File: config.mk
export PLATFORM = sky130hd
export DESIGN_NAME = idle_power_state_timers
export DESIGN_NICKNAME = d
export VERILOG_FILES = /design/src/rtl/pm_pkg.sv /design/src/rtl/idle_timer_if.sv /design/src/rtl/act_sync.sv /design/src/rtl/idle_timer.sv /design/src/rtl/idle_power_state_timers.sv
export VERILOG_INCLUDE_DIRS = /design/src /design/src/rtl
export SDC_FILE = /design/constraint.sdc
export NUM_CORES = 1
export LEC_CHECK = 0
export BUFFER_PORTS_ARGS = -buffer_cell sky130_fd_sc_hd__buf_2
export CAP_MARGIN = 20
export CORE_AREA = 4 4 119 166
export DETAILED_ROUTE_END_ITERATION = 6
export DIE_AREA = 0 0 123 170
export HOLD_SLACK_MARGIN = 0.06
export PLACE_DENSITY_LB_ADDON = 0.25
export SKIP_CTS_REPAIR_TIMING = 1
export SLEW_MARGIN = 30
export SYNTH_ARGS = -nofsm -noshare
export SYNTH_HDL_FRONTEND = slang
export SYNTH_SLANG_ARGS = --single-unit
File: constraint.sdc
create_clock -name ref_clk -period 2.3 [get_ports ref_clk]
set_clock_uncertainty 0.05 [all_clocks]
set_input_delay 0.115 -clock ref_clk [delete_from_list [all_inputs] [get_ports ref_clk]]
set_output_delay 0.115 -clock ref_clk [all_outputs]
set_load 0.005 [all_outputs]
File: src/rtl/pm_cfg.svh
`ifndef PM_CFG_SVH
`define PM_CFG_SVH

// ----------------------------------------
// clock and timing
// ----------------------------------------
`define PM_CLK_PERIOD_NS 100
`define PM_SEC_NS 1000000000
`define PM_SEC_CYCLES (`PM_SEC_NS / `PM_CLK_PERIOD_NS)
`define PM_TMO_8S 10'h008
`define PM_TMO_32S 10'h020
`define PM_TMO_2M 10'h078
`define PM_TMO_8M 10'h1e0
`define PM_TMO_16M 10'h3c0

// ----------------------------------------
// timeout selection codes
// ----------------------------------------
`define PM_SEL_DIS 3'h0
`define PM_SEL_8S 3'h1
`define PM_SEL_32S 3'h2
`define PM_SEL_2M 3'h3
`define PM_SEL_8M 3'h4
`define PM_SEL_16M 3'h5

// ----------------------------------------
// register offsets
// ----------------------------------------
`define PM_CTRL_OFS 8'h00
`define PM_TMO_OFS 8'h04
`define PM_ACTEN_OFS 8'h08
`define PM_STAT_OFS 8'h0c
`define PM_INTSTAT_OFS 8'h10
`define PM_INTCLR_OFS 8'h14
`define PM_INTEN_OFS 8'h18

// ----------------------------------------
// field positions and widths
// ----------------------------------------
`define PM_CTRL_GMODE_LSB 0
`define PM_CTRL_DSUSP_BIT 2
`define PM_TMO_DOZE_LSB 0
`define PM_TMO_STBY_LSB 4
`define PM_TMO_SUSP_LSB 8
`define PM_TMO_DISK_LSB 12
`define PM_STAT_STATE_LSB 0
`define PM_STAT_SLOW_BIT 2
`define PM_STAT_DISK_BIT 3
`define PM_STAT_ACT_LSB 4
`define PM_SRC_W 6
`define PM_IRQ_W 13
`define PM_ACT_W 19
`define PM_ACT_DISK_BIT 3
`define PM_EVT_W 5
`define PM_EVT_DOZE 0
`define PM_EVT_STBY 1
`define PM_EVT_SUSP 2
`define PM_EVT_WAKE 3
`define PM_EVT_DISKOFF 4

`endif

File: src/rtl/pm_pkg.sv
`include "pm_cfg.svh"
`default_nettype none
package pm_pkg;
   typedef enum logic [1:0] {PM_FULL, PM_DOZE, PM_STANDBY, PM_SUSPEND} pm_state_e;
   typedef enum logic [1:0] {GM_OFF, GM_USER, GM_MIN, GM_MAX} gmode_e;

   function automatic logic [9:0] sel_to_secs(input logic [2:0] sel);
      case (sel)
         `PM_SEL_8S: sel_to_secs = `PM_TMO_8S;
         `PM_SEL_32S: sel_to_secs = `PM_TMO_32S;
         `PM_SEL_2M: sel_to_secs = `PM_TMO_2M;
         `PM_SEL_8M: sel_to_secs = `PM_TMO_8M;
         `PM_SEL_16M: sel_to_secs = `PM_TMO_16M;
         default: sel_to_secs = 10'h000;
      endcase
   endfunction
endpackage
`default_nettype wire

File: src/rtl/idle_timer_if.sv
`default_nettype none
interface idle_timer_if;
   logic run;
   logic reload;
   logic [9:0] limit;
   logic expired;
   modport timer (input run, input reload, input limit, output expired);
   modport ctrl (output run, output reload, output limit, input expired);
endinterface
`default_nettype wire

File: src/rtl/act_sync.sv
`default_nettype none
module act_sync #(
   parameter int W = 19
) (
   // clock and reset
   input wire logic ref_clk,
   input wire logic reset_n,
   // activity
   input wire logic [W-1:0] async,
   output logic [W-1:0] level
);
   logic [W-1:0] s1_ff;
   logic [W-1:0] s2_ff;
   logic [W-1:0] s3_ff;
   logic [W-1:0] level_ff;

   always_ff @(posedge ref_clk or negedge reset_n) begin
      if (!reset_n) begin
         s1_ff <= '0;
         s2_ff <= '0;
         s3_ff <= '0;
      end else begin
         s1_ff <= async;
         s2_ff <= s1_ff;
         s3_ff <= s2_ff;
      end
   end

   // a bit changes only once second and third stages agree
   always_ff @(posedge ref_clk or negedge reset_n) begin
      if (!reset_n) begin
         level_ff <= '0;
      end else begin
         level_ff <= (s2_ff & s3_ff) | (level_ff & (s2_ff | s3_ff));
      end
   end

   assign level = level_ff;
endmodule
`default_nettype wire

File: src/rtl/idle_timer.sv
`default_nettype none
module idle_timer (
   // clock and reset
   input wire logic ref_clk,
   input wire logic reset_n,
   // one-second tick
   input wire logic secTick,
   // control
   idle_timer_if.timer tm
);
   logic [9:0] count_ff;
   logic expired_ff;
   logic running_ff;
   logic restart;

   // a timer that has just started loads its full timeout first
   assign restart = !tm.run || tm.reload || !running_ff;

   always_ff @(posedge ref_clk or negedge reset_n) begin
      if (!reset_n) begin
         running_ff <= 1'b0;
      end else begin
         running_ff <= tm.run;
      end
   end

   always_ff @(posedge ref_clk or negedge reset_n) begin
      if (!reset_n) begin
         count_ff <= 10'h000;
      end else if (restart) begin
         count_ff <= tm.limit;
      end else if (secTick && count_ff != 10'h000) begin
         count_ff <= count_ff - 10'h001;
      end
   end

   always_ff @(posedge ref_clk or negedge reset_n) begin
      if (!reset_n) begin
         expired_ff <= 1'b0;
      end else if (restart) begin
         expired_ff <= 1'b0;
      end else if (count_ff == 10'h000) begin
         expired_ff <= 1'b1;
      end
   end

   assign tm.expired = expired_ff;
endmodule
`default_nettype wire

File: src/rtl/idle_power_state_timers.sv
// What this block does
// - global off: no saving, timers idle
// - user mode uses programmed timeout selections
// - minimum saving loads longest timeouts
// - maximum saving loads shortest timeouts
// - each state timer can be disabled
// - timeouts 8s, 32s, 2min, 8min, 16min
// - monitor six sources plus lines 3-15
// - doze reload: enabled and active source
// - standby reload: any enabled or active
// - suspend reload: any enabled or active
// - standby slows processor clock
// - disk off after interval or suspend
// - disk access restores disk power
// - disk never off when globally off
// - enabled interrupt activity wakes system
// - global setting resets to off
`include "pm_cfg.svh"
`default_nettype none
module idle_power_state_timers
   import pm_pkg::*;
#(
   parameter int unsigned SEC_CYCLES = `PM_SEC_CYCLES
) (
   // clock and reset
   input wire logic ref_clk,
   input wire logic reset_n,
   // apb slave
   input wire logic psel,
   input wire logic penable,
   input wire logic pwrite,
   input wire logic [7:0] paddr,
   input wire logic [31:0] pwdata,
   output logic [31:0] prdata,
   output logic pready,
   output logic pslverr,
   // activity inputs
   input wire logic [`PM_SRC_W-1:0] srcAct,
   input wire logic [`PM_IRQ_W-1:0] irqAct,
   // power controls
   output logic [1:0] pwrState,
   output logic cpuSlow,
   output logic diskPowerOn,
   output logic pmIrq
);
   // ----------------------------------------
   // registers
   // ----------------------------------------
   gmode_e gmode_ff;
   logic diskOnSusp_ff;
   logic [2:0] selDoze_ff;
   logic [2:0] selStby_ff;
   logic [2:0] selSusp_ff;
   logic [2:0] selDisk_ff;
   logic [`PM_ACT_W-1:0] actEn_ff;
   logic [`PM_EVT_W-1:0] intStat_ff;
   logic [`PM_EVT_W-1:0] intEn_ff;
   pm_state_e state_ff;
   pm_state_e nxt_state;
   logic cpuSlow_ff;
   logic diskPowerOn_ff;
   logic pmIrq_ff;
   logic [31:0] prdata_ff;
   logic pready_ff;
   logic pslverr_ff;
   logic [23:0] secCnt_ff;
   logic secTick_ff;
   logic [`PM_ACT_W-1:0] actSync;

   // ----------------------------------------
   // apb decode
   // ----------------------------------------
   logic apbSetup;
   logic wrEn;
   logic addrHit;
   logic [31:0] rdMux;

   assign apbSetup = psel && !penable;
   assign wrEn = psel && penable && pready_ff && pwrite;

   always_comb begin
      addrHit = 1'b1;
      rdMux = 32'h0000_0000;
      case (paddr)
         `PM_CTRL_OFS: begin
            rdMux[`PM_CTRL_GMODE_LSB +: 2] = gmode_ff;
            rdMux[`PM_CTRL_DSUSP_BIT] = diskOnSusp_ff;
         end
         `PM_TMO_OFS: begin
            rdMux[`PM_TMO_DOZE_LSB +: 3] = selDoze_ff;
            rdMux[`PM_TMO_STBY_LSB +: 3] = selStby_ff;
            rdMux[`PM_TMO_SUSP_LSB +: 3] = selSusp_ff;
            rdMux[`PM_TMO_DISK_LSB +: 3] = selDisk_ff;
         end
         `PM_ACTEN_OFS: rdMux[`PM_ACT_W-1:0] = actEn_ff;
         `PM_STAT_OFS: begin
            rdMux[`PM_STAT_STATE_LSB +: 2] = state_ff;
            rdMux[`PM_STAT_SLOW_BIT] = cpuSlow_ff;
            rdMux[`PM_STAT_DISK_BIT] = diskPowerOn_ff;
            rdMux[`PM_STAT_ACT_LSB +: `PM_ACT_W] = actSync;
         end
         `PM_INTSTAT_OFS: rdMux[`PM_EVT_W-1:0] = intStat_ff;
         `PM_INTCLR_OFS: rdMux = 32'h0000_0000;
         `PM_INTEN_OFS: rdMux[`PM_EVT_W-1:0] = intEn_ff;
         default: addrHit = 1'b0;
      endcase
   end

   // zero wait states: ready in the first access cycle
   always_ff @(posedge ref_clk or negedge reset_n) begin
      if (!reset_n) begin
         pready_ff <= 1'b0;
         pslverr_ff <= 1'b0;
      end else begin
         pready_ff <= apbSetup;
         pslverr_ff <= apbSetup && !addrHit;
      end
   end

   always_ff @(posedge ref_clk or negedge reset_n) begin
      if (!reset_n) begin
         prdata_ff <= 32'h0000_0000;
      end else if (apbSetup && !pwrite) begin
         prdata_ff <= rdMux;
      end
   end

   // ----------------------------------------
   // configuration registers
   // ----------------------------------------
   // global off at reset
   always_ff @(posedge ref_clk or negedge reset_n) begin
      if (!reset_n) begin
         gmode_ff <= GM_OFF;
         diskOnSusp_ff <= 1'b0;
      end else if (wrEn && paddr == `PM_CTRL_OFS) begin
         gmode_ff <= gmode_e'(pwdata[`PM_CTRL_GMODE_LSB +: 2]);
         diskOnSusp_ff <= pwdata[`PM_CTRL_DSUSP_BIT];
      end
   end

   always_ff @(posedge ref_clk or negedge reset_n) begin
      if (!reset_n) begin
         selDoze_ff <= `PM_SEL_DIS;
         selStby_ff <= `PM_SEL_DIS;
         selSusp_ff <= `PM_SEL_DIS;
         selDisk_ff <= `PM_SEL_DIS;
      end else if (wrEn && paddr == `PM_TMO_OFS) begin
         selDoze_ff <= pwdata[`PM_TMO_DOZE_LSB +: 3];
         selStby_ff <= pwdata[`PM_TMO_STBY_LSB +: 3];
         selSusp_ff <= pwdata[`PM_TMO_SUSP_LSB +: 3];
         selDisk_ff <= pwdata[`PM_TMO_DISK_LSB +: 3];
      end
   end

   always_ff @(posedge ref_clk or negedge reset_n) begin
      if (!reset_n) begin
         actEn_ff <= '0;
      end else if (wrEn && paddr == `PM_ACTEN_OFS) begin
         actEn_ff <= pwdata[`PM_ACT_W-1:0];
      end
   end

   // ----------------------------------------
   // activity inputs
   // ----------------------------------------
   // sources then lines 3..15
   act_sync #(
      .W(`PM_ACT_W)
   ) u_sync (
      .ref_clk(ref_clk),
      .reset_n(reset_n),
      .async({irqAct, srcAct}),
      .level(actSync)
   );

   logic pmOn;
   logic activeEn;
   logic looseAny;
   logic wake;
   logic diskAccess;

   assign pmOn = gmode_ff != GM_OFF;
   assign activeEn = |(actEn_ff & actSync);
   assign looseAny = |(actEn_ff | actSync);
   assign wake = pmOn && state_ff != PM_FULL && activeEn;
   assign diskAccess = actSync[`PM_ACT_DISK_BIT];

   // ----------------------------------------
   // one-second tick
   // ----------------------------------------
   always_ff @(posedge ref_clk or negedge reset_n) begin
      if (!reset_n) begin
         secCnt_ff <= 24'h00_0000;
         secTick_ff <= 1'b0;
      end else if (secCnt_ff == 24'(SEC_CYCLES - 1)) begin
         secCnt_ff <= 24'h00_0000;
         secTick_ff <= 1'b1;
      end else begin
         secCnt_ff <= secCnt_ff + 24'h00_0001;
         secTick_ff <= 1'b0;
      end
   end

   // ----------------------------------------
   // idle timers: doze, standby, suspend, disk
   // ----------------------------------------
   logic [2:0] effSel [4];
   logic [3:0] reloadVec;
   logic [3:0] expVec;

   always_comb begin
      case (gmode_ff)
         GM_USER: begin
            effSel[0] = selDoze_ff;
            effSel[1] = selStby_ff;
            effSel[2] = selSusp_ff;
            effSel[3] = selDisk_ff;
         end
         GM_MIN: effSel = '{`PM_SEL_16M, `PM_SEL_16M, `PM_SEL_16M, `PM_SEL_16M};
         GM_MAX: effSel = '{`PM_SEL_8S, `PM_SEL_8S, `PM_SEL_8S, `PM_SEL_8S};
         default: effSel = '{`PM_SEL_DIS, `PM_SEL_DIS, `PM_SEL_DIS, `PM_SEL_DIS};
      endcase
   end

   assign reloadVec[0] = activeEn || wake;
   assign reloadVec[1] = looseAny || wake;
   assign reloadVec[2] = looseAny || wake;
   assign reloadVec[3] = diskAccess || wake;

   idle_timer_if tmr[4] ();

   genvar gi;
   generate
      for (gi = 0; gi < 4; gi++) begin : g_tmr
         assign tmr[gi].run = pmOn && effSel[gi] != `PM_SEL_DIS;
         assign tmr[gi].limit = sel_to_secs(effSel[gi]);
         assign tmr[gi].reload = reloadVec[gi];
         assign expVec[gi] = tmr[gi].expired;
         idle_timer u_tmr (
            .ref_clk(ref_clk),
            .reset_n(reset_n),
            .secTick(secTick_ff),
            .tm(tmr[gi].timer)
         );
      end
   endgenerate

   // ----------------------------------------
   // power state
   // ----------------------------------------
   always_comb begin
      nxt_state = state_ff;
      if (!pmOn) begin
         nxt_state = PM_FULL;
      end else if (wake) begin
         nxt_state = PM_FULL;
      end else begin
         case (state_ff)
            PM_FULL, PM_DOZE, PM_STANDBY: begin
               if (expVec[2]) begin
                  nxt_state = PM_SUSPEND;
               end else if (expVec[1] && state_ff != PM_STANDBY) begin
                  nxt_state = PM_STANDBY;
               end else if (expVec[0] && state_ff == PM_FULL) begin
                  nxt_state = PM_DOZE;
               end
            end
            PM_SUSPEND: nxt_state = PM_SUSPEND;
            default: nxt_state = PM_FULL;
         endcase
      end
   end

   always_ff @(posedge ref_clk or negedge reset_n) begin
      if (!reset_n) begin
         state_ff <= PM_FULL;
      end else begin
         state_ff <= nxt_state;
      end
   end

   always_ff @(posedge ref_clk or negedge reset_n) begin
      if (!reset_n) begin
         cpuSlow_ff <= 1'b0;
      end else begin
         cpuSlow_ff <= nxt_state == PM_STANDBY || nxt_state == PM_SUSPEND;
      end
   end

   // ----------------------------------------
   // disk power
   // ----------------------------------------
   logic diskDown;

   assign diskDown = expVec[3] || (diskOnSusp_ff && state_ff == PM_SUSPEND);

   always_ff @(posedge ref_clk or negedge reset_n) begin
      if (!reset_n) begin
         diskPowerOn_ff <= 1'b1;
      end else if (!pmOn) begin
         diskPowerOn_ff <= 1'b1;
      end else if (diskAccess || wake) begin
         diskPowerOn_ff <= 1'b1;
      end else if (diskDown) begin
         diskPowerOn_ff <= 1'b0;
      end
   end

   // ----------------------------------------
   // interrupts
   // ----------------------------------------
   logic [`PM_EVT_W-1:0] evt;
   logic [`PM_EVT_W-1:0] clrMask;

   always_comb begin
      evt = '0;
      evt[`PM_EVT_DOZE] = nxt_state == PM_DOZE && state_ff != PM_DOZE;
      evt[`PM_EVT_STBY] = nxt_state == PM_STANDBY && state_ff != PM_STANDBY;
      evt[`PM_EVT_SUSP] = nxt_state == PM_SUSPEND && state_ff != PM_SUSPEND;
      evt[`PM_EVT_WAKE] = wake;
      evt[`PM_EVT_DISKOFF] = diskPowerOn_ff && pmOn && !diskAccess && !wake && diskDown;
   end

   assign clrMask = (wrEn && paddr == `PM_INTCLR_OFS) ? pwdata[`PM_EVT_W-1:0] : '0;

   // set wins over clear
   always_ff @(posedge ref_clk or negedge reset_n) begin
      if (!reset_n) begin
         intStat_ff <= '0;
      end else begin
         intStat_ff <= (intStat_ff & ~clrMask) | evt;
      end
   end

   always_ff @(posedge ref_clk or negedge reset_n) begin
      if (!reset_n) begin
         intEn_ff <= '0;
      end else if (wrEn && paddr == `PM_INTEN_OFS) begin
         intEn_ff <= pwdata[`PM_EVT_W-1:0];
      end
   end

   always_ff @(posedge ref_clk or negedge reset_n) begin
      if (!reset_n) begin
         pmIrq_ff <= 1'b0;
      end else begin
         pmIrq_ff <= |(intStat_ff & intEn_ff);
      end
   end

   // ----------------------------------------
   // outputs
   // ----------------------------------------
   assign prdata = prdata_ff;
   assign pready = pready_ff;
   assign pslverr = pslverr_ff;
   assign pwrState = state_ff;
   assign cpuSlow = cpuSlow_ff;
   assign diskPowerOn = diskPowerOn_ff;
   assign pmIrq = pmIrq_ff;
endmodule
`default_nettype wire

==> metrics.csv <==
stage;metric;value;unit
synth;syn-instance-count;809;
finish;fillers;1405;
place;dp_hpwl;14900;um
clocking;clk_latency;510;ps
die;dieHeight;170;um
clocking;cts.sink_count;223;
global_routing;grt_pass1_wl;33900;um
die;ios;103;
clocking;htreeDepth;1;
drt;drt-total-wl;21600;um
global_routing;overflow;0;
finish;fin_nets;1046;
power_and_ir_drop;pwr_density_cell;706;mW/mm^2
clocking;cts_tree;yes;
finish;final_cell_mix;dfrtp_1, buf_2, nand2_1;
synth;synth-main-ff-cell;dfrtp_1;
critical_path;worstSetupEndpoint;g_tmr[0].u_tmr.count_ff[9];
synth;yosysSeqAreaShare;58.6;%
finish;antenna_cells;0;
clocking;path_clk_slew;60;ps
place;placedCellCount;1148;
synth;synth_area;0.00952;mm^2
global_routing;track_usage;20.4;%
clocking;cts-root-buf;clkbuf_16;
drt;antenna_left;0;
sta;fmax;450;MHz
global_routing;grt_pass1_vias;6622;
finish;fin_area;0.0118;mm^2
finish;layout_commonest_cell;dfrtp_1;
sta;rsz0062_at_grt;false;
global_routing;grt_max_degree;79;
synth;synth_edf_count;0;
outcome;violations;design-rule violations;
outcome;status;finished, violations left;
critical_path;rr_endpoint;g_tmr[0].u_tmr.count_ff[9];
drt;routedWlPerCell;17.5;um
finish;areaGrowthSynthToFinish;23.6;%
drt;remaining_drc_errors;8;
critical_path;rrSetupSlack;80;ps
die;dieArea;0.0209;mm^2
sta;hold_viol;0;
job;drv_cap;0;
power_and_ir_drop;p_leak;5.46;nW
synth;async_flop_share;100;%
critical_path;worst_setup_path_start_kind;flop;
sta;drv_slew;0;
critical_path;r2r_cells;8;
synth;yosysWarnings;0;
sta;setup_tns;0;ps
critical_path;path_max_fanout;3;
synth;syn-mean-instance-area;11.8;um^2
critical_path;crit_arrival;2560;ps
finish;layout-drive-gt1-share;20.9;%
hold_path;min_path_type;input port to flop;
drt;vias;6747;
place;place_congestion;0.835;
critical_path;cp-startpoint;g_tmr[0].u_tmr.count_ff[0];
power_and_ir_drop;peakVddDrop;728;uV
synth;ys_ff_latch;223;
drt;drtPass1Iterations;7;
sta;period_share;96.6;%
sta;layout_min_cycle_time;2220;ps
drt;vias_per_cell;5.45;
sta;maxSlewHeadroom;58.6;%
sta;setup_violations;0;
critical_path;worstPathRequired;2640;ps
critical_path;end_kind;flop;
die;core-area;0.0184;mm^2
place;postPlaceCellArea;0.0105;mm^2
place;portBuffers;80;
die;rows;59;
clocking;cts_buffer_depth;3;
critical_path;rr_startpoint;g_tmr[0].u_tmr.count_ff[0];
global_routing;antenna_found_initial;0;
die;die_w;123;um
sta;worst_slew_pin_slew;621;ps
critical_path;worstSetupPathType;flop to flop;
finish;final_cell_count_no_fill;1237;
clocking;cts_buffers;22;
synth;synth.distinct_cells;65;
drt;drt_iter0_drc;402;
die;start_util;51.8;%
-- critical path, cell delays in order, from the launching register on --
cell and delay [ps]:
dfrtp_1 400, inv_1 70, ha_1 170, or4b_2 610, o31a_1 300, and3_4 200, nand2b_1 80, xnor2_1 60
o21a_1 170
-- through the flow --
stage / setup slack, ps / total power [mW] / util [%] / hold slack [ps]
6_report: 77.2 / 8.31 / 64.0 / 51.1
5_1_grt: 2.23 / 8.60 / 64.0 / 64.2
4_1_cts: 42.3 / 8.32 / 61.3 / -436
3_5_place_dp: 63.1 / 4.46 / 57.0 / 101
3_3_place_gp: 94.1 / 4.45 / 57.0 / 93.5
2_1_floorplan: 50.6 / 4.24 / - / -231
-- Yosys cell counts (5+ instances only) --
| cell | number | share of area (%) |
|---|---|---|
| dfrtp_1 | 222 | 58 |
| nand4_1 | 9 | 0.59 |
| nor2_1 | 52 | 2.1 |
| nor2b_1 | 14 | 0.92 |
| mux2_2 | 20 | 2.4 |
| or3_1 | 5 | 0.33 |
| a21o_1 | 6 | 0.47 |
| a22oi_1 | 13 | 1.0 |
| nand2b_1 | 9 | 0.59 |
| mux2i_1 | 17 | 1.8 |
| buf_4 | 10 | 0.79 |
| o31ai_1 | 5 | 0.39 |
| mux2_4 | 10 | 1.6 |
| a21oi_1 | 25 | 1.3 |
| o21ai_0 | 36 | 1.9 |
| clkbuf_1 | 21 | 0.83 |
| xor2_1 | 14 | 1.3 |
| nor4_1 | 18 | 1.2 |
| nand3_1 | 25 | 1.3 |
| mux2_1 | 10 | 1.2 |
| inv_1 | 15 | 0.59 |
| nand2_1 | 73 | 2.9 |
| nor3_1 | 20 | 1.1 |
| a222oi_1 | 11 | 1.2 |
| ha_1 | 5 | 0.66 |
| maj3_1 | 19 | 2.0 |
| a31oi_1 | 9 | 0.59 |
| xnor2_1 | 34 | 3.1 |
| and2_1 | 10 | 0.66 |
| and3_1 | 9 | 0.59 |
-- where the power goes --
group | total (mW) | leakage [nW] | switching [mW] | internal, mW
clock | 3.86 | 0.392 | 1.52 | 2.33
combinational | 0.356 | 2.15 | 0.188 | 0.169
sequential | 4.09 | 2.92 | 0.0751 | 4.02
-- registers in the layout, indices dropped and copies added, names as in the netlist, 4 cells and up --
register	cells
g_tmr.u_tmr.running_ff	4
u_sync.s1_ff	19
prdata	23
actEn_ff	19
u_sync.s2_ff	19
intEn_ff	5
g_tmr.u_tmr.count_ff	40
u_sync.level	19
g_tmr.u_tmr.tm.expired	4
intStat_ff	5
u_sync.s3_ff	19
secCnt_ff	24
-- layout make-up --
cell class,count,area [um^2],area share [%]
clock inverters,11,144,1.22
clock buffers,29,648,5.51
multi-input cells,544,3740,31.8
repair buffers,171,1290,11.0
well taps,244,305,2.59
flip-flops and latches,223,5580,47.4
inverters,15,56.3,0.479
-- worst min path at each step --
stage | start | slack, ps | cells after the start | to
floorplan | reset_n | -230 | 0 | actEn_ff[0]
finish | paddr[1] | 50 | 5 | prdata[2]
global placement | reset_n | 90 | 1 | g_tmr[1].u_tmr.count_ff[2]
global route | paddr[0] | 60 | 5 | prdata[2]
detailed placement | reset_n | 100 | 1 | g_tmr[1].u_tmr.count_ff[2]
CTS | reset_n | -440 | 1 | g_tmr[2].u_tmr.running_ff
-- per-layer routing --
metal,GRT usage (%),share of wire (%),vias up
met5,0,0,-
met4,8.24,4.0,0
met3,2.59,3.7,61
met2,34.9,53,171
met1,26.3,40,3297
li1,-,-,3218
-- cells by family after synthesis --
family	count (synthesis)	share of synthesized area (%)
multiplexers	59	7.39
AO/OA/AOI/OAI	132	9.32
adder cells (fa/ha/maj)	24	2.66
other	1	0.0394
flip-flops	223	58.6
XOR/XNOR	48	4.42
buffers and inverters	50	2.59
AND/OR/NAND/NOR	272	14.9
Note: power is estimated with default switching activity, not from simulation.
